==> src/pit_defines.svh <==
`ifndef PIT_DEFINES_SVH
`define PIT_DEFINES_SVH

// ***********************************************************************
// Reset values, field positions and the spare opcode
// ***********************************************************************
`define PIT_SP_RESET 8'h07
`define PIT_SFR_BIT 7
`define PIT_PAGE_LSB 11
`define PIT_NOP_ALT 8'hA5

// ***********************************************************************
// Flag masks {carry, aux carry, overflow}
// ***********************************************************************
`define PIT_FM_NONE 3'h0
`define PIT_FM_CY 3'h4
`define PIT_FM_CY_OV 3'h5
`define PIT_FM_ALL 3'h7

// ***********************************************************************
// Timing counts
// ***********************************************************************
`define PIT_STALL_MAX 2'h2
`define PIT_CYC_EXT_MOVE 4'h3
`define PIT_CYC_ONE 4'h1

`endif

==> src/pit_pkg.sv <==
package pit_pkg;

  // ***********************************************************************
  // Types
  // ***********************************************************************
  typedef enum logic [1:0] {ST_IDLE, ST_EXEC, ST_STALL} pit_state_t;

  typedef enum logic [1:0] {AM_NONE, AM_REG, AM_IND, AM_DIR} pit_amode_t;

  typedef enum logic [2:0] {JT_NONE, JT_REL, JT_PAGE, JT_FULL, JT_IND, JT_RET} pit_jtype_t;

  // Static properties of one opcode
  typedef struct packed {
    logic [1:0] len;
    logic [3:0] cs;
    logic [3:0] cf;
    logic [3:0] ts;
    logic [3:0] tf;
    logic cond;
    pit_amode_t amode;
    pit_jtype_t jtype;
    logic [2:0] fmask;
    logic signed [2:0] sp_step;
  } pit_info_t;

  // Registered result seen by the core
  typedef struct packed {
    logic busy;
    logic done;
    logic stall;
    logic taken;
    logic [1:0] len;
    logic [3:0] cycles;
    logic tvalid;
    logic [15:0] target;
    logic [7:0] oper_addr;
    logic oper_sfr;
    logic [2:0] fmask;
  } pit_out_t;

  // Whole state of the decoder
  typedef struct packed {
    pit_state_t st;
    logic [3:0] cnt;
    logic [1:0] scnt;
    logic jmp;
    logic [7:0] sp;
    pit_out_t o;
  } pit_reg_t;

endpackage

==> src/pit_decoder.sv <==
`timescale 1ns/1ps
`include "pit_defines.svh"
// Overview of operation
// - Opcodes decode with standard encoding, addressing and flag effects.
// - Durations counted in single core clocks, no machine cycles.
// - Most instructions take as many clocks as they have bytes.
// - Failed conditional branch finishes two to four clocks sooner than taken.
// - Register arithmetic takes 1 clock, indirect RAM arithmetic 2.
// - Code byte load via data pointer takes 3 slow, 6 fast.
// - Every external data move takes 3 clocks in both columns.
// - Immediate data pointer load is three bytes, three clocks.
// - Low nibble exchange is one byte, two clocks.
// - Jump on carry set: 2 not taken, 4 slow or 6 fast taken.
// - Jump on carry clear: 2 not taken, 4 slow or 5 fast taken.
// - Jump bit set and clear: 3, or 5 slow / 7 fast; clears bit.
// - Compare jump unequal direct: 4, or 6 slow / 7 fast.
// - Decrement jump nonzero direct: 3, or 5 slow / 7 fast.
// - Short relative jump takes 4 slow, 6 fast.
// - Indirect jump via accumulator plus data pointer: 3 slow, 5 fast.
// - Relative target is next instruction address plus signed 8-bit offset.
// - Page jumps replace only low 11 bits, staying in the 2 KB page.
// - Long call and jump carry a full 16-bit target.
// - Direct address below 0x80 is RAM, above is special registers.
// - Register operands use current bank; indirect uses first two registers.
// - Unassigned opcode 0xA5 behaves exactly like no operation.
// - Bank select maps working registers to one of four 8-byte RAM blocks.
// - Stack pointer increments before each push and resets to 0x07.
// - After a branch the core stalls at most two clocks for code.
module pit_decoder
  import pit_pkg::*;
(
  // Clock and reset
  input wire logic clk_i,
  input wire logic rstn_i,
  // Instruction request
  input wire logic start_i,
  input wire logic [7:0] opcode_i,
  input wire logic [7:0] operand1_i,
  input wire logic [7:0] operand2_i,
  input wire logic [15:0] next_pc_i,
  input wire logic cond_i,
  // Core state used for addressing
  input wire logic [1:0] bank_select_i,
  input wire logic [7:0] ptr_i,
  input wire logic [7:0] acc_i,
  input wire logic [15:0] data_pointer_i,
  // Timing configuration and prefetch handshake
  input wire logic flash_read_timing_sel_i,
  input wire logic code_ready_i,
  // Results
  output logic busy_o,
  output logic done_o,
  output logic stall_o,
  output logic taken_o,
  output logic [1:0] len_o,
  output logic [3:0] cycles_o,
  output logic target_valid_o,
  output logic [15:0] target_o,
  output logic [7:0] oper_addr_o,
  output logic oper_sfr_o,
  output logic [2:0] flag_mask_o,
  output logic [7:0] sp_o
);

  // ***********************************************************************
  // Opcode table
  // ***********************************************************************
  // Fill length and both timing columns; a nonzero taken count marks a
  // conditional branch
  function automatic pit_info_t put(input pit_info_t b, input logic [1:0] l,
                                    input logic [3:0] s, input logic [3:0] f,
                                    input logic [3:0] t, input logic [3:0] u);
    pit_info_t r;
    r = b;
    r.len = l;
    r.cs = s;
    r.cf = f;
    r.ts = t;
    r.tf = u;
    r.cond = (t != 4'h0);
    r.jtype = (t != 4'h0) ? JT_REL : b.jtype;
    return r;
  endfunction

  // Default one byte, one clock; exceptions below in priority order
  function automatic pit_info_t decode(input logic [7:0] op);
    pit_info_t i;
    i = '{len: 2'h1, cs: 4'h1, cf: 4'h1, ts: 4'h0, tf: 4'h0, cond: 1'b0,
          amode: AM_NONE, jtype: JT_NONE, fmask: `PIT_FM_NONE, sp_step: 3'sh0};
    // Operand field in the low nibble
    if (op[3]) begin
      i.amode = AM_REG;
    end else if (op[3:1] == 3'h3) begin
      i.amode = AM_IND;
      i = put(i, 2'h1, 4'h2, 4'h2, 4'h0, 4'h0);
    end else if (op[3:0] == 4'h5 && op != `PIT_NOP_ALT) begin
      i.amode = AM_DIR;
      i = put(i, 2'h2, 4'h2, 4'h2, 4'h0, 4'h0);
    end
    casez (op)
      8'b????_0001: begin
        i = put(i, 2'h2, 4'h4, 4'h6, 4'h0, 4'h0);
        i.jtype = JT_PAGE;
        i.sp_step = op[4] ? 3'sh2 : 3'sh0;
      end
      8'h02: begin
        i = put(i, 2'h3, 4'h4, 4'h6, 4'h0, 4'h0);
        i.jtype = JT_FULL;
      end
      8'h12: begin
        i = put(i, 2'h3, 4'h5, 4'h7, 4'h0, 4'h0);
        i.jtype = JT_FULL;
        i.sp_step = 3'sh2;
      end
      8'h22, 8'h32: begin
        i = put(i, 2'h1, 4'h6, op[4] ? 4'h7 : 4'h8, 4'h0, 4'h0);
        i.jtype = JT_RET;
        i.sp_step = -3'sh2;
      end
      8'h10, 8'h20: i = put(i, 2'h3, 4'h3, 4'h3, 4'h5, 4'h7);
      8'h30: i = put(i, 2'h3, 4'h3, 4'h3, 4'h5, 4'h6);
      8'h40: begin
        i = put(i, 2'h2, 4'h2, 4'h2, 4'h4, 4'h6);
      end
      8'h50, 8'h60, 8'h70: i = put(i, 2'h2, 4'h2, 4'h2, 4'h4, 4'h5);
      8'h80: begin
        i = put(i, 2'h2, 4'h4, 4'h6, 4'h0, 4'h0);
        i.jtype = JT_REL;
      end
      8'h73: begin
        i = put(i, 2'h1, 4'h3, 4'h5, 4'h0, 4'h0);
        i.jtype = JT_IND;
      end
      8'hB5, 8'hB6, 8'hB7: begin
        i = put(i, 2'h3, 4'h4, 4'h4, 4'h6, 4'h7);
        i.fmask = `PIT_FM_CY;
      end
      8'hB4, 8'b1011_1???: begin
        i = put(i, 2'h3, 4'h3, 4'h3, 4'h5, 4'h6);
        i.fmask = `PIT_FM_CY;
      end
      8'hD5: i = put(i, 2'h3, 4'h3, 4'h3, 4'h5, 4'h7);
      8'b1101_1???: i = put(i, 2'h2, 4'h2, 4'h2, 4'h4, 4'h5);
      8'h90: i = put(i, 2'h3, 4'h3, 4'h3, 4'h0, 4'h0);
      8'h93: i = put(i, 2'h1, 4'h3, 4'h6, 4'h0, 4'h0);
      8'h83: i = put(i, 2'h1, 4'h3, 4'h3, 4'h0, 4'h0);
      8'hE0, 8'hF0, 8'hE2, 8'hE3, 8'hF2, 8'hF3: begin
        i = put(i, 2'h1, `PIT_CYC_EXT_MOVE, `PIT_CYC_EXT_MOVE, 4'h0, 4'h0);
      end
      8'hA4: begin
        i = put(i, 2'h1, 4'h4, 4'h4, 4'h0, 4'h0);
        i.fmask = `PIT_FM_CY_OV;
      end
      8'h84: begin
        i = put(i, 2'h1, 4'h8, 4'h8, 4'h0, 4'h0);
        i.fmask = `PIT_FM_CY_OV;
      end
      8'hD3: begin
        i = put(i, 2'h1, 4'h1, 4'h2, 4'h0, 4'h0);
        i.fmask = `PIT_FM_CY;
      end
      `PIT_NOP_ALT: i = put(i, 2'h1, 4'h1, 4'h1, 4'h0, 4'h0);
      8'h43, 8'h53, 8'h63, 8'h75, 8'h85: begin
        i = put(i, 2'h3, 4'h3, 4'h3, 4'h0, 4'h0);
        i.amode = AM_DIR;
      end
      8'b1000_011?, 8'b1010_011?, 8'b0111_011?, 8'b1000_1???, 8'b1010_1???,
      8'b0111_1???: i = put(i, 2'h2, 4'h2, 4'h2, 4'h0, 4'h0);
      8'h24, 8'h34, 8'h44, 8'h54, 8'h64, 8'h74, 8'h94, 8'h72, 8'h82,
      8'h92, 8'hA2, 8'hB2, 8'hC2, 8'hD2, 8'hA0, 8'hB0: begin
        i = put(i, 2'h2, 4'h2, 4'h2, 4'h0, 4'h0);
      end
      8'h42, 8'h52, 8'h62, 8'hC0, 8'hD0: begin
        i = put(i, 2'h2, 4'h2, 4'h2, 4'h0, 4'h0);
        i.amode = AM_DIR;
        i.sp_step = (op == 8'hC0) ? 3'sh1 : (op == 8'hD0) ? -3'sh1 : 3'sh0;
      end
      default: ;
    endcase
    // Flag effects of the arithmetic and carry-bit groups
    if (op[7:5] == 3'h1 || op[7:4] == 4'h9) begin
      if (op[3:2] != 2'h0 || op[1:0] == 2'h0 && op[2]) begin
        i.fmask = `PIT_FM_ALL;
      end
    end
    if (op == 8'h13 || op == 8'h33 || op == 8'hD4 || op == 8'hB3 || op == 8'hC3 ||
        op == 8'h72 || op == 8'h82 || op == 8'hA0 || op == 8'hB0 || op == 8'hA2) begin
      i.fmask = `PIT_FM_CY;
    end
    return i;
  endfunction

  // ***********************************************************************
  // Decode of the offered instruction
  // ***********************************************************************
  // State register, declared here because the decode reads the idle state
  pit_reg_t r_q;
  pit_reg_t r_d;
  pit_info_t inf;
  logic [3:0] cyc;
  logic [7:0] rel;
  logic [15:0] tgt;
  logic [7:0] oaddr;
  logic accept;

  // Timing column and condition choose the clock count
  always_comb begin
    inf = decode(opcode_i);
    accept = start_i && (r_q.st == ST_IDLE);
    if (inf.cond && cond_i) begin
      cyc = flash_read_timing_sel_i ? inf.tf : inf.ts;
    end else begin
      cyc = flash_read_timing_sel_i ? inf.cf : inf.cs;
    end
    // Offset sits in the last byte of the instruction
    rel = (inf.len == 2'h3) ? operand2_i : operand1_i;
    unique case (inf.jtype)
      JT_REL: tgt = next_pc_i + {{8{rel[7]}}, rel};
      JT_PAGE: tgt = {next_pc_i[15:`PIT_PAGE_LSB], opcode_i[7:5], operand1_i};
      JT_FULL: tgt = {operand1_i, operand2_i};
      JT_IND: tgt = data_pointer_i + {8'h00, acc_i};
      default: tgt = 16'h0000;
    endcase
    unique case (inf.amode)
      AM_REG: oaddr = {3'h0, bank_select_i, opcode_i[2:0]};
      AM_IND: oaddr = ptr_i;
      AM_DIR: oaddr = operand1_i;
      default: oaddr = 8'h00;
    endcase
  end

  // ***********************************************************************
  // Sequencer
  // ***********************************************************************
  // Count the clocks of one instruction, then hold for fetch after a branch
  always_comb begin
    r_d = r_q;
    r_d.o.done = 1'b0;
    unique case (r_q.st)
      ST_IDLE: begin
        if (accept) begin
          r_d.o.len = inf.len;
          r_d.o.cycles = cyc;
          r_d.o.taken = (inf.cond && cond_i) || (!inf.cond && inf.jtype != JT_NONE);
          r_d.o.tvalid = (inf.jtype != JT_NONE) && (inf.jtype != JT_RET);
          r_d.o.target = tgt;
          r_d.o.oper_addr = oaddr;
          r_d.o.oper_sfr = (inf.amode == AM_DIR) && oaddr[`PIT_SFR_BIT];
          r_d.o.fmask = inf.fmask;
          // Stack pointer moves up before a push writes
          r_d.sp = r_q.sp + 8'(signed'(inf.sp_step));
          r_d.jmp = r_d.o.taken;
          r_d.scnt = 2'h0;
          if (cyc == `PIT_CYC_ONE) begin
            r_d.o.done = 1'b1;
            r_d.st = r_d.jmp ? ST_STALL : ST_IDLE;
          end else begin
            r_d.cnt = cyc - 4'h2;
            r_d.st = ST_EXEC;
          end
        end
      end
      ST_EXEC: begin
        if (r_q.cnt == 4'h0) begin
          r_d.o.done = 1'b1;
          r_d.st = r_q.jmp ? ST_STALL : ST_IDLE;
        end else begin
          r_d.cnt = r_q.cnt - 4'h1;
        end
      end
      ST_STALL: begin
        // Give up waiting after the bound so a lost ready cannot hang the core
        if (code_ready_i || r_q.scnt == `PIT_STALL_MAX - 2'h1) begin
          r_d.st = ST_IDLE;
        end else begin
          r_d.scnt = r_q.scnt + 2'h1;
        end
      end
    endcase
    r_d.o.busy = (r_d.st != ST_IDLE);
    r_d.o.stall = (r_d.st == ST_STALL);
  end

  // State register
  always_ff @(posedge clk_i or negedge rstn_i) begin
    if (!rstn_i) begin
      r_q <= '0;
      r_q.sp <= `PIT_SP_RESET;
    end else begin
      r_q <= r_d;
    end
  end

  // Outputs straight from the state register
  assign busy_o = r_q.o.busy;
  assign done_o = r_q.o.done;
  assign stall_o = r_q.o.stall;
  assign taken_o = r_q.o.taken;
  assign len_o = r_q.o.len;
  assign cycles_o = r_q.o.cycles;
  assign target_valid_o = r_q.o.tvalid;
  assign target_o = r_q.o.target;
  assign oper_addr_o = r_q.o.oper_addr;
  assign oper_sfr_o = r_q.o.oper_sfr;
  assign flag_mask_o = r_q.o.fmask;
  assign sp_o = r_q.sp;

  // ***********************************************************************
  // Assertions
  // ***********************************************************************
  property p_reg_one;
    @(posedge clk_i) disable iff (!rstn_i)
    accept && opcode_i == 8'h28 |-> ##1 cycles_o == 4'h1 && done_o;
  endproperty
  a_reg_one: assert property (p_reg_one) else $error("register add not one clock");

  property p_ind_two;
    @(posedge clk_i) disable iff (!rstn_i)
    accept && opcode_i == 8'hD6 |-> ##1 !done_o && len_o == 2'h1 ##1 done_o;
  endproperty
  a_ind_two: assert property (p_ind_two) else $error("nibble exchange not two clocks");

  property p_ldptr;
    @(posedge clk_i) disable iff (!rstn_i)
    accept && opcode_i == 8'h90 |-> ##1 !done_o ##1 !done_o ##1 done_o && len_o == 2'h3;
  endproperty
  a_ldptr: assert property (p_ldptr) else $error("pointer load not three clocks");

  property p_jc_fast;
    @(posedge clk_i) disable iff (!rstn_i)
    accept && opcode_i == 8'h40 && cond_i && flash_read_timing_sel_i |-> ##1 cycles_o == 4'h6;
  endproperty
  a_jc_fast: assert property (p_jc_fast) else $error("taken carry jump not six");

  property p_jnc;
    @(posedge clk_i) disable iff (!rstn_i)
    accept && opcode_i == 8'h50 |->
      ##1 cycles_o == ($past(cond_i) ? ($past(flash_read_timing_sel_i) ? 4'h5 : 4'h4) : 4'h2);
  endproperty
  a_jnc: assert property (p_jnc) else $error("no-carry jump count wrong");

  property p_code_load;
    @(posedge clk_i) disable iff (!rstn_i)
    accept && opcode_i == 8'h93 |->
      ##1 cycles_o == ($past(flash_read_timing_sel_i) ? 4'h6 : 4'h3);
  endproperty
  a_code_load: assert property (p_code_load) else $error("code byte load count wrong");

  property p_ext_move;
    @(posedge clk_i) disable iff (!rstn_i)
    accept && (opcode_i[7:5] == 3'h7) && (opcode_i[3:0] == 4'h0 || opcode_i[3:1] == 3'h1)
      |-> ##1 cycles_o == `PIT_CYC_EXT_MOVE;
  endproperty
  a_ext_move: assert property (p_ext_move) else $error("external move not three");

  property p_nop;
    @(posedge clk_i) disable iff (!rstn_i)
    accept && opcode_i == `PIT_NOP_ALT |-> ##1 done_o && len_o == 2'h1 && !taken_o;
  endproperty
  a_nop: assert property (p_nop) else $error("spare opcode not a no-op");

  property p_push;
    @(posedge clk_i) disable iff (!rstn_i)
    accept && opcode_i == 8'hC0 |-> ##1 sp_o == $past(sp_o) + 8'h01;
  endproperty
  a_push: assert property (p_push) else $error("push did not raise stack pointer");

  property p_page;
    @(posedge clk_i) disable iff (!rstn_i)
    accept && opcode_i[3:0] == 4'h1 |->
      ##1 target_o[15:11] == $past(next_pc_i[15:11]) && target_o[7:0] == $past(operand1_i);
  endproperty
  a_page: assert property (p_page) else $error("page target left its page");

  property p_stall;
    @(posedge clk_i) disable iff (!rstn_i)
    $rose(stall_o) |-> ##[1:2] !stall_o;
  endproperty
  a_stall: assert property (p_stall) else $error("fetch stall longer than two");

  property p_sfr;
    @(posedge clk_i) disable iff (!rstn_i)
    accept && opcode_i == 8'hE5 |-> ##1 oper_sfr_o == $past(operand1_i[7]);
  endproperty
  a_sfr: assert property (p_sfr) else $error("direct space select wrong");

endmodule

==> config.mk <==
export PLATFORM = sky130hd
export DESIGN_NAME = pit_decoder
export DESIGN_NICKNAME = d
export VERILOG_FILES = /design/src/pit_pkg.sv /design/src/pit_decoder.sv
export VERILOG_INCLUDE_DIRS = /design/src
export SDC_FILE = /design/constraint.sdc
export NUM_CORES = 1
export LEC_CHECK = 0
export BUFFER_PORTS_ARGS = -buffer_cell sky130_fd_sc_hd__buf_2
export CORE_UTILIZATION = 41
export CTS_BUF_LIST = sky130_fd_sc_hd__clkbuf_16
export CTS_CLUSTER_SIZE = 8
export DETAILED_ROUTE_END_ITERATION = 6
export PLACE_DENSITY = 0.65
export REMOVE_ABC_BUFFERS = 1
export SETUP_SLACK_MARGIN = 0.2
export SLEW_MARGIN = 15
export SYNTH_ARGS = -nofsm -noshare
export SYNTH_HDL_FRONTEND = slang
export SYNTH_SLANG_ARGS = --single-unit
==> constraint.sdc <==
create_clock -name clk_i -period 2 [get_ports clk_i]
set_clock_uncertainty 0.05 [all_clocks]
set_input_delay 0.4 -clock clk_i [delete_from_list [all_inputs] [get_ports clk_i]]
set_output_delay 0.4 -clock clk_i [all_outputs]
set_load 0.01 [all_outputs]
==> implementation parameters, run 1 <==
Parameter                              Value

Die
  Initial cell density of the core ... 42.14%
  Horizontal die dimension ... 121.4 um
  Total Die Area ... between 10000 and 15000 um2
  Number of placed I/O pins ... 127
  Floorplan row count ... 43
  Overall die height ... 121.4 um
  Core Area ... 13880 um2

Placement
  Placement Cell Area ... 7731 um2
  Half-perimeter wire length after placement ... 15510 um
  Routability congestion estimate ... 0.9383
  Pre-CTS setup slack ... -2427 ps
  Number of port buffers ... ~130
  Count of placed standard cells including taps ... 1136

Timing
  Shortest clock period the worst path allows after layout ... 4025 ps
  Worst slew margin relative to its limit ... about two thirds
  Peak Freq ... roughly 250 MHz
  Setup repair after global routing missed its margin ... yes
  Final max-slew violation count ... 0
  Post-route clock period utilization ... 201.3%
  Post-route worst hold slack ... 10.15 ps
  Slack of the critical path ... -2025 ps
  Final setup viols ... 44
  Number of hold violations in the final report ... 0
  Slew @ Worst Pin ... 487.5 ps

Drt
  Post-detailed-route count of antenna-violating nets ... 0
  Remaining routing DRC violations ... 0
  Drt pass-1 iters ... 7
  Starting DRT DRC Count ... around 700
  Post-detailed-route via-to-cell ratio ... 6.031
  Post-Route WL ... 24590 um
  Via count ... a little over 7000
  Post-detailed-route wirelength per cell ... 20.41 um

Clock network
  Cts-stage hold buffer count ... 0
  Max Buffers Root-to-Sink ... 2
  Total clock buffers created by CTS ... 5
  Clock latency reported for the late side of the worst-skew pair ... 320 ps
  Clock tree from TritonCTS ... done
  CTS clk-pin slew, worst paths ... 80 ps
  Clock tree root buffer cell ... clkbuf_16
  H-Tree Level Count ... 2
  Clk sink count ... 55

Synth
  Area fraction of the dominant cell type after synthesis ... 22.25%
  Post-synthesis xor/xnor area fraction ... 5.091%
  Synthesized-area fraction occupied by adder cells ... 9.155%
  Post-synthesis sequential element count ... 55
  Total number of yosys warnings ... 0
  Dominant cell type by area after synthesis ... dfrtp_1
  Leading cell types by total area after synthesis ... dfrtp_1 22%, ha_1 8.1%, buf_4 6.0%, nand2_1 4.4%, o21ai_0 3.5%
  Dominant combinational cell family by area after synthesis ... compound AO/OA/AOI/OAI gates
  Share of synthesized area spent on multiplexers ... 2.588%
  Compound-cell area share of the yosys netlist ... 26.59%
  Commonest register cell after synthesis ... dfrtp_1
  Netlist area before placement ... 5849 um2
  Number of distinct library cell variants in the gate-level netlist after synthesis ... 85
  Average cell area after synthesis ... 8.204 um2
  Cell with the most instances after synthesis ... nand2_1
  Fraction of registers with async set/reset ... 100.0%
  Top cells by instance count after synthesis ... 68 x nand2_1, 52 x dfrtp_1, 47 x buf_4, 47 x nor2_1, 41 x o21ai_0
  Fraction of the yosys area taken by sequential cells ... between 20% and 30%
  Count of flip-flops with a built-in enable after synthesis ... 0
  Synthesized netlist cell count ... 713
  Simple logic cell fraction of the synthesized area ... between 20% and 30%

Global routing
  Maximum number of pins on one net before global-route repair ... 56
  Via count of the first global-routing pass ... 6748
  Global route total overflow ... 0
  GRT Total Usage ... 30.71%
  Global-route wire length before repair ... 34820 um
  Antenna violations before repair ... 0

Run status
  Result of the run ... finished with violations
  Failing checks ... negative setup slack

Worst setup path
  Reg2reg setup slack ... -10 ps
  Type of element capturing the critical path ... flop
  Category of the most critical setup path ... primary input to flop
  Largest fanout on the critical path ... 13
  Nature of the critical path startpoint ... primary input
  Data required time at the worst endpoint ... 2130 ps
  Arrival @ worst endpoint ... around 4200 ps

Min path
  Hold Path Class ... primary input to asynchronous set/reset pin

Power and ir drop
  Clock share of power ... 15.7%
  Power density over the cells ... 632.0 nW/um2
  Leak Pwr ... roughly 4.5 nW
  Net switching power ... between 2 and 2.5 mW
  Internal Power ... 3.501 mW
  Switching part of the total power ... 41.61%
  IR Drop Worst-Case VDD ... 0.0003739 V
  Share of total power in combinational logic ... 56.4%
  Relative contribution of sequential cells to total power ... 27.9%

Layout
  Post-route non-filler standard cell count ... 1205
  Number of nets in the finished design ... ~1100
  Number of antenna repair diodes ... 0
  Share of layout cells above drive strength 1 ... 53.37%
  Synth-to-Final Area Change ... 62.18%
  Total non-filler cell area in the finished layout ... 9487 um2

Flow run
  Total of max-cap violations ... 0
==> power by group through the flow <==
| stage | Clock (mW) | Sequential [mW] | Combinational, mW |
|---|---|---|---|
| floorplan | 0 | 1.77 | 1.39 |
| global placement | 0 | 1.68 | 2.74 |
| detailed placement | 0 | 1.69 | 2.79 |
| CTS | 0.964 | 1.67 | 3.05 |
| global route | 0.996 | 1.71 | 3.66 |
| finish | 0.943 | 1.67 | 3.38 |
==> state kept, by name, indices dropped and copies added, names as in the netlist, 2 cells and up <==
| name | cells |
|---|---|
| cycles_o | 4 |
| flag_mask_o | 3 |
| len_o | 2 |
| oper_addr_o | 8 |
| r_q | 8 |
| sp_o | 8 |
| target_o | 16 |
==> layer usage <==
metal | up-vias | share of wire (%) | track usage (%)
met5 | - | 0 | 0
met4 | 0 | 6.5 | 15.35
met3 | 146 | 9.5 | 7.472
met2 | 480 | 46 | 49.61
met1 | 3414 | 38 | 37.89
li1 | 3227 | - | -
==> through the flow <==
stage / util, % / power (mW) / setup TNS [ps]
floorplan: - / 3.159 / -47290
global route: 68.34 / 6.364 / -41640
global placement: 55.70 / 4.420 / -54010
finish: 68.34 / 5.995 / -36850
CTS: 64.57 / 5.682 / -30660
detailed placement: 55.70 / 4.473 / -54890
==> path summary, 6_finish.rpt <==
path,startpoint,to,depth (start not counted)
min in group clk_i,ptr_i[5],oper_addr_o[5],3
min reg2reg,sp_o[7],sp_o[7],1
min,rstn_i,flag_mask_o[0],2
max,opcode_i[6],target_o[14],19
max in group asynchronous,rstn_i,sp_o[1],2
max reg2reg,sp_o[1],sp_o[7],9
==> placed cells by master (no fill, tap or decap), types with 7 or more instances in the layout <==
cell type,count
a21o_1,12
a21oi_1,13
a21oi_2,16
a222oi_1,9
a22o_1,21
a22oi_1,8
and2_4,7
buf_12,7
buf_2,118
buf_4,213
buf_6,40
dfrtp_1,52
ha_1,27
ha_4,10
inv_1,25
nand2_1,64
nand2b_1,7
nand3_1,10
nor2_1,38
nor2b_1,10
nor3_1,10
nor3_4,8
o21ai_0,11
o21ai_1,24
o21ai_2,8
xnor2_1,18
xor2_1,14
==> critical path: stages <==
cell and delay, ps:
buf_8 130, or4b_4 570, o21ai_2 180, a211oi_4 140, nand4b_1 170, nand2_2 110
buf_6 130, mux2_4 200, ha_4 130, inv_2 30, fa_2 330, nor2b_2 120
o21ai_2 70, a21oi_2 230, o221ai_4 170, o311ai_2 310, o311ai_1 170, xnor2_1 170
a221o_1 370
==> final cells by class <==
| cell class | instances | area [um2] |
|---|---|---|
| Clock buffer | 5 | 125.1 |
| Multi-Input combinational cell | 548 | 4713 |
| Timing Repair Buffer | 385 | 2910 |
| Sequential cell | 55 | 1380 |
| Inverter | 29 | 108.9 |
| Tap cell | 180 | 225.2 |
| Clock inverter | 3 | 23.77 |
| Fill cell | 1059 | 4394 |
==> cells by family (layout without fill, tap and decap cells) <==
| logic type | after synthesis | in the layout |
|---|---|---|
| flops | 55 | 55 |
| compound gates | 213 | 213 |
| buf+inv | 110 | 422 |
| xor+xnor | 34 | 34 |
| mux | 14 | 14 |
| simple gates | 246 | 246 |
| fa+ha+maj | 41 | 41 |
==> what timing repair did <==
item | in CTS | in global routing
pin swaps | 76 | 56
buffers inserted | 45 | 14
gates resized for setup | 174 | 96
setup endpoints to repair | 49 | 52
cloned | 2 | 0
Power figures use the tool's default switching activity.
==> inputs of run 2 (changes only) <==
Settings changed: CORE_ASPECT_RATIO set to 0.9.
==> run 2 against run 1 <==
  * The run still ends with negative setup slack left
  * Sequential share of layout area is 0.18 points lower
  * Sequential power hardly changed
  * Core utilization grew 0.49 points
  * Via count shrank 1.5%
  * Die area about the same
  * Total power rose by 1.4%
  * Cell count is 1.2% higher
  * Critical path depth up 1
  * Largest cell class unchanged
==> implementation parameters, run 2 (same netlist as run 1, synthesis figures left out) <==
Parameter                              Value

Global routing
  Maximum number of pins on one net before global-route repair ... 56 (unchanged)
  Global-route wire length before repair ... 34170 um (-1.9%)
  Antenna violations before repair ... 0 (unchanged)
  GRT Total Usage ... 29.68% (-1.0 points)
  Global route total overflow ... 0 (unchanged)
  Via count of the first global-routing pass ... 6585 (-2.4%)

Layout
  Sequential cell area ... 1380 um2 (unchanged)
  Most frequent standard cell in the layout excluding fill and tap cells ... buf_4
  Number of filler instances in the final layout ... 1038 (-2.0%)
  Most used cells in the layout excluding fill and tap cells ... 207 x buf_4, 118 x buf_2, 61 x nand2_1
  Share of layout cells above drive strength 1 ... 53.02% (-0.34 points)
  Finished Core Util ... 68.83% (+0.49 points)
  Number of flip-flops in the largest register ... 16 (unchanged)
  Number of nets in the finished design ... 1146 (+0.087%)
  Multi-input logic area ... 4723 um2 (+0.21%)
  Number of antenna repair diodes ... 0 (unchanged)
  Synth-to-Final Area Change ... 64.19%

Min path
  Hold Path Class ... primary input to asynchronous set/reset pin

Worst setup path
  Category of the most critical setup path ... primary input to flop
  Type of element capturing the critical path ... flop
  Start point of the critical path ... opcode_i[0]
  Nature of the critical path startpoint ... primary input
  Data required time at the worst endpoint ... 2150 ps (+20 ps)
  Arrival @ worst endpoint ... 4010 ps (-150 ps)
  Start of the worst register-to-register path ... sp_o[0]
  Largest fanout on the critical path ... 7 (-6)

Drt
  Remaining routing DRC violations ... 0 (unchanged)
  Post-Route WL ... 23690 um (-3.7%)
  Starting DRT DRC Count ... 620 (-10%)
  Post-detailed-route via-to-cell ratio ... 5.873 (-2.6%)
  Drt pass-1 iters ... 6 (-1)
  Post-detailed-route wirelength per cell ... 19.43 um (-4.8%)
  Post-detailed-route count of antenna-violating nets ... 0 (unchanged)
  Via count ... 7159 (-1.5%)

Clock network
  Max Buffers Root-to-Sink ... 2 (unchanged)
  Clk sink count ... 55 (unchanged)
  H-Tree Level Count ... 2 (unchanged)
  Total clock buffers created by CTS ... 5 (unchanged)
  Clock tree root buffer cell ... clkbuf_16
  Clock latency reported for the late side of the worst-skew pair ... 310 ps (about the same)
  CTS clk-pin slew, worst paths ... 80 ps (about the same)
  Cts-stage hold buffer count ... 0 (unchanged)
  Clock tree from TritonCTS ... done

Timing
  Shortest clock period the worst path allows after layout ... 3862 ps (-163.4 ps)
  Final max-slew violation count ... 0 (unchanged)
  Sum of negative setup slack ... -38400 ps (-1549 ps)
  Number of hold violations in the final report ... 0 (unchanged)
  Post-route clock period utilization ... 193.1% (-8.2 points)
  Setup repair after global routing missed its margin ... yes
  Worst slew margin relative to its limit ... 69.37% (+2.3 points)
  Peak Freq ... 258.9 MHz (+4.2%)
  Final setup viols ... 46 (+4.5%)
  Slack of the critical path ... -1862 ps (+163.4 ps)
  Slew @ Worst Pin ... 456.0 ps (-31.50 ps)

Die
  Total Die Area ... 14750 um2 (about the same)
  Initial cell density of the core ... 41.92% (-0.22 points)
  Horizontal die dimension ... 127.9 um (+5.3%)
  Overall die height ... 115.3 um (-5.0%)
  Floorplan row count ... 41 (-4.7%)
  Core Area ... 13950 um2 (+0.52%)
  Number of placed I/O pins ... 127 (unchanged)

Power and ir drop
  Leak Pwr ... 4.580 nW (+1.2%)
  IR Drop Worst-Case VDD ... 0.0004876 V (+30%)
  Switching part of the total power ... 41.06% (-0.56 points)
  Internal Power ... 3.584 mW (+2.4%)
  Relative contribution of sequential cells to total power ... 27.3% (-0.6 points)
  Share of total power in combinational logic ... 57.5% (+1.1 points)
  Clock share of power ... 15.2% (-0.5 points)
  Power density over the cells ... 633.2 nW/um2 (+0.19%)
  Net switching power ... 2.497 mW (about the same)

Run status
  Failing checks ... negative setup slack
  Result of the run ... finished with violations

Placement
  Half-perimeter wire length after placement ... 15750 um (+1.5%)
  Number of port buffers ... 126 (unchanged)
  Routability congestion estimate ... 0.9480 (+1.0%)

Flow run
  Total of max-cap violations ... 0 (unchanged)
-- run 2: cell types whose count changed in the layout (fill, tap and decap cells not counted), sizes merged --
cell,delta
clkinvlp,-2
buf,-2
clkinv,+2
clkbuf,+2
clkdlybuf4s15,+1
-- run 2: path summary, 6_finish.rpt --
path                                  end  slack (ps)  depth (start not counted)
max                          target_o[14]       -1860                         20
min                        flag_mask_o[1]          20                          2
max reg2reg                       sp_o[6]         -10                         10
min reg2reg                       sp_o[7]         420                          1
max in group asynchronous         sp_o[2]        1560                          2
min in group clk_i         oper_addr_o[6]         300                          3
-- run 2: cell type report --
cell class	count	area share, %
multi-input cells	548	49.18
well taps	193	2.514
clock inverters	3	0.1954
inverters	29	1.133
repair buffers	386	31.31
clock buffers	5	1.303
flip-flops and latches	55	14.37
-- run 2: through the flow --
| stage | cells | total power [mW] | instance area [um2] | hold WS (ps) | setup WS, ps |
|---|---|---|---|---|---|
| finish | 1219 | 6.081 | 9604 | 22.86 | -1862 |
| floorplan | 632 | 3.159 | 5340 | 54.41 | -2604 |
| global placement | 1157 | 4.469 | 7807 | 370.6 | -2509 |
| global route | 1219 | 6.446 | 9604 | 46.60 | -2015 |
| detailed placement | 1157 | 4.510 | 7807 | 372.4 | -2519 |
| CTS | 1200 | 5.770 | 9034 | 42.74 | -1667 |
-- run 2: what timing repair did --
action                     in CTS  in global routing
resized for setup             187                 79
setup buffers                  32                 17
gates cloned                    3                  2
setup endpoints to repair      48                 51
pin swaps                      89                 45
hold endpoints to repair        0                  0
-- run 2: layer usage --
metal  vias to the layer above  part of all wire (%)  track usage (%)
li1                       3237                     -                -
met1                      3395                    40            38.83
met2                       440                    47            48.48
met3                        87                   9.5            6.608
met4                         0                   3.5            10.04
met5                         -                     0                0
-- run 2: critical path, cell delays in order --
cell and delay [ps]:
buf_12 120, nor3_1 280, buf_4 180, nand2_1 80, nor2_1 280, nor3_4 90, nand4b_1 180, nand2_4 110
buf_4 150, mux2_4 210, inv_1 60, fa_2 350, nor2b_2 150, o21ai_2 80, a21oi_2 190, o221ai_2 160
o311ai_1 250, o311ai_1 190, xnor2_1 170, a221o_1 300
-- run 2: power by group through the flow --
stage	logic, mW	registers, mW	clock network (mW)
after floorplan	1.39	1.77	0
final	3.50	1.66	0.924
after CTS	3.18	1.65	0.935
after global routing	3.76	1.70	0.984
after global placement	2.80	1.67	0
after detailed placement	2.84	1.67	0
==> inputs of run 3 (changes only) <==
Settings changed: TNS_END_PERCENT set to 10.
==> run 3 against run 2 <==
  * The flow still finishes with violations (negative setup slack)
  * Maximum frequency increased by 2.2%
  * Global-route usage decreased by 1.3 points
  * Register-to-register slack about the same
  * Sequential cell count unchanged
  * Sequential power about the same
  * Critical path depth decreased by 2
  * Sequential share of layout area increased by 1.3 points
  * Core utilization decreased by 5.7 points
  * Via count decreased by 6.6%
  * First-iteration DRC count decreased by 22%
  * Non-clock buffer count decreased by 42
  * Clock power decreased by 1%
  * Highest routed layer unchanged
==> implementation parameters, run 3 (same netlist as run 1, synthesis figures left out) <==
Parameter                              Value

Worst setup path
  Type of element capturing the critical path ... flop
  Ordered list of cells on the worst path ... buf_12, and3b_1, a21oi_2, o21ai_4, a221oi_4, nand4b_1, nand2_4, buf_6, mux2_4, ha_4, nor2b_4, o21ai_2, a21oi_2, o221ai_2, o311ai_2, o311ai_2, xnor2_1, a221o_1
  Category of the most critical setup path ... primary input to flop
  Largest fanout on the critical path ... 7 (unchanged)
  Library cell contributing the largest single delay on the critical path ... a221oi_4
  Data required time at the worst endpoint ... 2150 ps (about the same)
  Nature of the critical path startpoint ... primary input
  Largest delay contributor family on the critical path ... compound AO/OA/AOI/OAI gates
  Arrival @ worst endpoint ... 3930 ps (-80 ps)
  Crit path buffers/inverters ... 2 (-2)
  Crit path largest cell delay ... 340 ps (about the same)

Timing
  Final max-slew violation count ... 0 (unchanged)
  Final setup viols ... 45 (-2.2%)
  Setup repair after global routing missed its margin ... yes
  Post-route clock period utilization ... 188.9% (-4.2 points)
  Slew @ Worst Pin ... 402.9 ps (-53.04 ps)
  Worst slew margin relative to its limit ... 72.44% (+3.1 points)
  Peak Freq ... 264.6 MHz (+2.2%)
  Slack of the critical path ... -1779 ps (+83.11 ps)
  Shortest clock period the worst path allows after layout ... 3779 ps (-83.11 ps)
  Number of hold violations in the final report ... 0 (unchanged)

Die
  Total Die Area ... 14750 um2 (unchanged)
  Number of placed I/O pins ... 127 (unchanged)
  Initial cell density of the core ... 41.92% (unchanged)
  Core Area ... 13950 um2 (unchanged)
  Horizontal die dimension ... 127.9 um (unchanged)
  Overall die height ... 115.3 um (unchanged)
  Floorplan row count ... 41 (unchanged)

Layout
  Share of layout cells above drive strength 1 ... 48.27% (-4.7 points)
  Post-route non-filler standard cell count ... 1177 (-3.4%)
  Number of antenna repair diodes ... 0 (unchanged)
  Number of flip-flops in the largest register ... 16 (unchanged)
  Most frequent standard cell in the layout excluding fill and tap cells ... buf_4
  Synth-to-Final Area Change ... 50.55%
  Number of nets in the finished design ... 1104 (-3.7%)
  Most used cells in the layout excluding fill and tap cells ... 206 x buf_4, 118 x buf_2, 60 x nand2_1

Power and ir drop
  Power Total ... 5.762 mW (-5.2%)
  Power density over the cells ... 654.3 nW/um2 (+3.3%)
  Leak Pwr ... 4.227 nW (-7.7%)
  Clock share of power ... 15.8% (+0.6 points)
  Internal Power ... 3.428 mW (-4.4%)
  Switching part of the total power ... 40.52% (-0.54 points)
  Share of total power in combinational logic ... 55.5% (-2.0 points)
  Relative contribution of sequential cells to total power ... 28.7% (+1.4 points)
  IR Drop Worst-Case VDD ... 0.0004782 V (-1.9%)
  Net switching power ... 2.335 mW (-6.5%)

Clock network
  Total clock buffers created by CTS ... 5 (unchanged)
  Clock latency reported for the late side of the worst-skew pair ... 310 ps (about the same)
  CTS clk-pin slew, worst paths ... 80 ps (about the same)
  Clock tree from TritonCTS ... done
  Cts-stage hold buffer count ... 0 (unchanged)
  Clock tree root buffer cell ... clkbuf_16
  Max Buffers Root-to-Sink ... 2 (unchanged)
  H-Tree Level Count ... 2 (unchanged)
  Clk sink count ... 55 (unchanged)

Global routing
  Antenna violations before repair ... 0 (unchanged)
  Maximum number of pins on one net before global-route repair ... 56 (unchanged)
  Via count of the first global-routing pass ... 6322 (-4.0%)
  Global-route wire length before repair ... 32770 um (-4.1%)
  GRT Total Usage ... 28.37% (-1.3 points)
  Global route total overflow ... 0 (unchanged)

Run status
  Failing checks ... negative setup slack
  Result of the run ... finished with violations

Drt
  Post-detailed-route wirelength per cell ... 17.77 um (-8.5%)
  Via count ... 6686 (-6.6%)
  Post-detailed-route count of antenna-violating nets ... 0 (unchanged)
  Post-detailed-route via-to-cell ratio ... 5.681 (-3.3%)
  Remaining routing DRC violations ... 0 (unchanged)
  Drt pass-1 iters ... 5 (-1)
  Post-Route WL ... 20920 um (-12%)
  Starting DRT DRC Count ... 481 (-22%)

Flow run
  Total of max-cap violations ... 0 (unchanged)

Placement
  Routability congestion estimate ... 0.9480 (unchanged)
  Count of placed standard cells including taps ... 1157 (unchanged)
  Number of port buffers ... 126 (unchanged)
  Half-perimeter wire length after placement ... 15750 um (unchanged)

Min path
  Hold Path Class ... primary input to asynchronous set/reset pin
==> run 3: cell count changes in the layout (fill, tap and decap cells not counted), sizes merged <==
cell / previous run / this run
buf: 383 / 343
bufbuf: 0 / 1
clkbuf: 7 / 5
clkdlybuf4s15: 1 / 0
==> run 3: power by group through the flow <==
stage,Clock [mW],Sequential [mW],Combinational [mW]
after global routing,0.979,1.69,3.49
after detailed placement,0,1.67,2.84
after CTS,0.935,1.65,3.04
after global placement,0,1.67,2.80
after floorplan,0,1.77,1.39
final,0.911,1.65,3.20
==> run 3: worst paths after layout <==
kind	startpoint	endpoint	slack [ps]	cells after the start
worst max-delay path	opcode_i[1]	target_o[14]	-1780	18
worst min-delay path	rstn_i	flag_mask_o[1]	20	2
worst max register to register	sp_o[1]	sp_o[7]	-20	9
worst min register to register	sp_o[7]	sp_o[7]	430	1
max in group asynchronous	rstn_i	sp_o[1]	1550	2
min in group clk_i	ptr_i[6]	oper_addr_o[6]	300	3
==> run 3: worst reg2reg max path, cell delays in order (launching register included) <==
cell      delay [ps]
dfstp_2          540
ha_1             220
a21o_1           190
a21oi_2          160
o21bai_1          90
a21oi_2          150
o21ai_0          120
xor2_1           170
nand2_1           90
xnor2_1          130
==> run 3: final cells by class <==
class | instances | area [um2]
fillers | 1192 | 5147
multi-input cells | 548 | 4493
repair buffers | 344 | 2439
flip-flops and latches | 55 | 1380
well taps | 193 | 241.5
clock buffers | 5 | 125.1
inverters | 29 | 108.9
clock inverters | 3 | 18.77
==> run 3: metrics by stage <==
step | instance area (um2) | TNS [ps] | worst slack, ps | hold slack, ps | util (%)
after floorplan | 5340 | -47290 | -2604 | 54.41 | -
after global placement | 7807 | -57360 | -2509 | 370.6 | 55.95
after detailed placement | 7807 | -57610 | -2519 | 372.4 | 55.95
after CTS | 8517 | -32270 | -1668 | 42.74 | 61.04
after global routing | 8806 | -37790 | -1866 | 42.50 | 63.11
final | 8806 | -33400 | -1779 | 22.35 | 63.11
==> run 3: routing by layer <==
metal	routed length (um)	track usage [%]
met5	0	0
met4	471	8.471
met3	1746	5.956
met2	9776	46.38
met1	8926	37.72
==> run 3: what timing repair did <==
| item | CTS | global route |
|---|---|---|
| endpoints found under the setup margin | 48 | 51 |
| setup buffers | 9 | 2 |
| gates resized for setup | 117 | 55 |
| hold endpoints to repair | 0 | 0 |
| pin swaps | 56 | 20 |
| cloned | 1 | 0 |
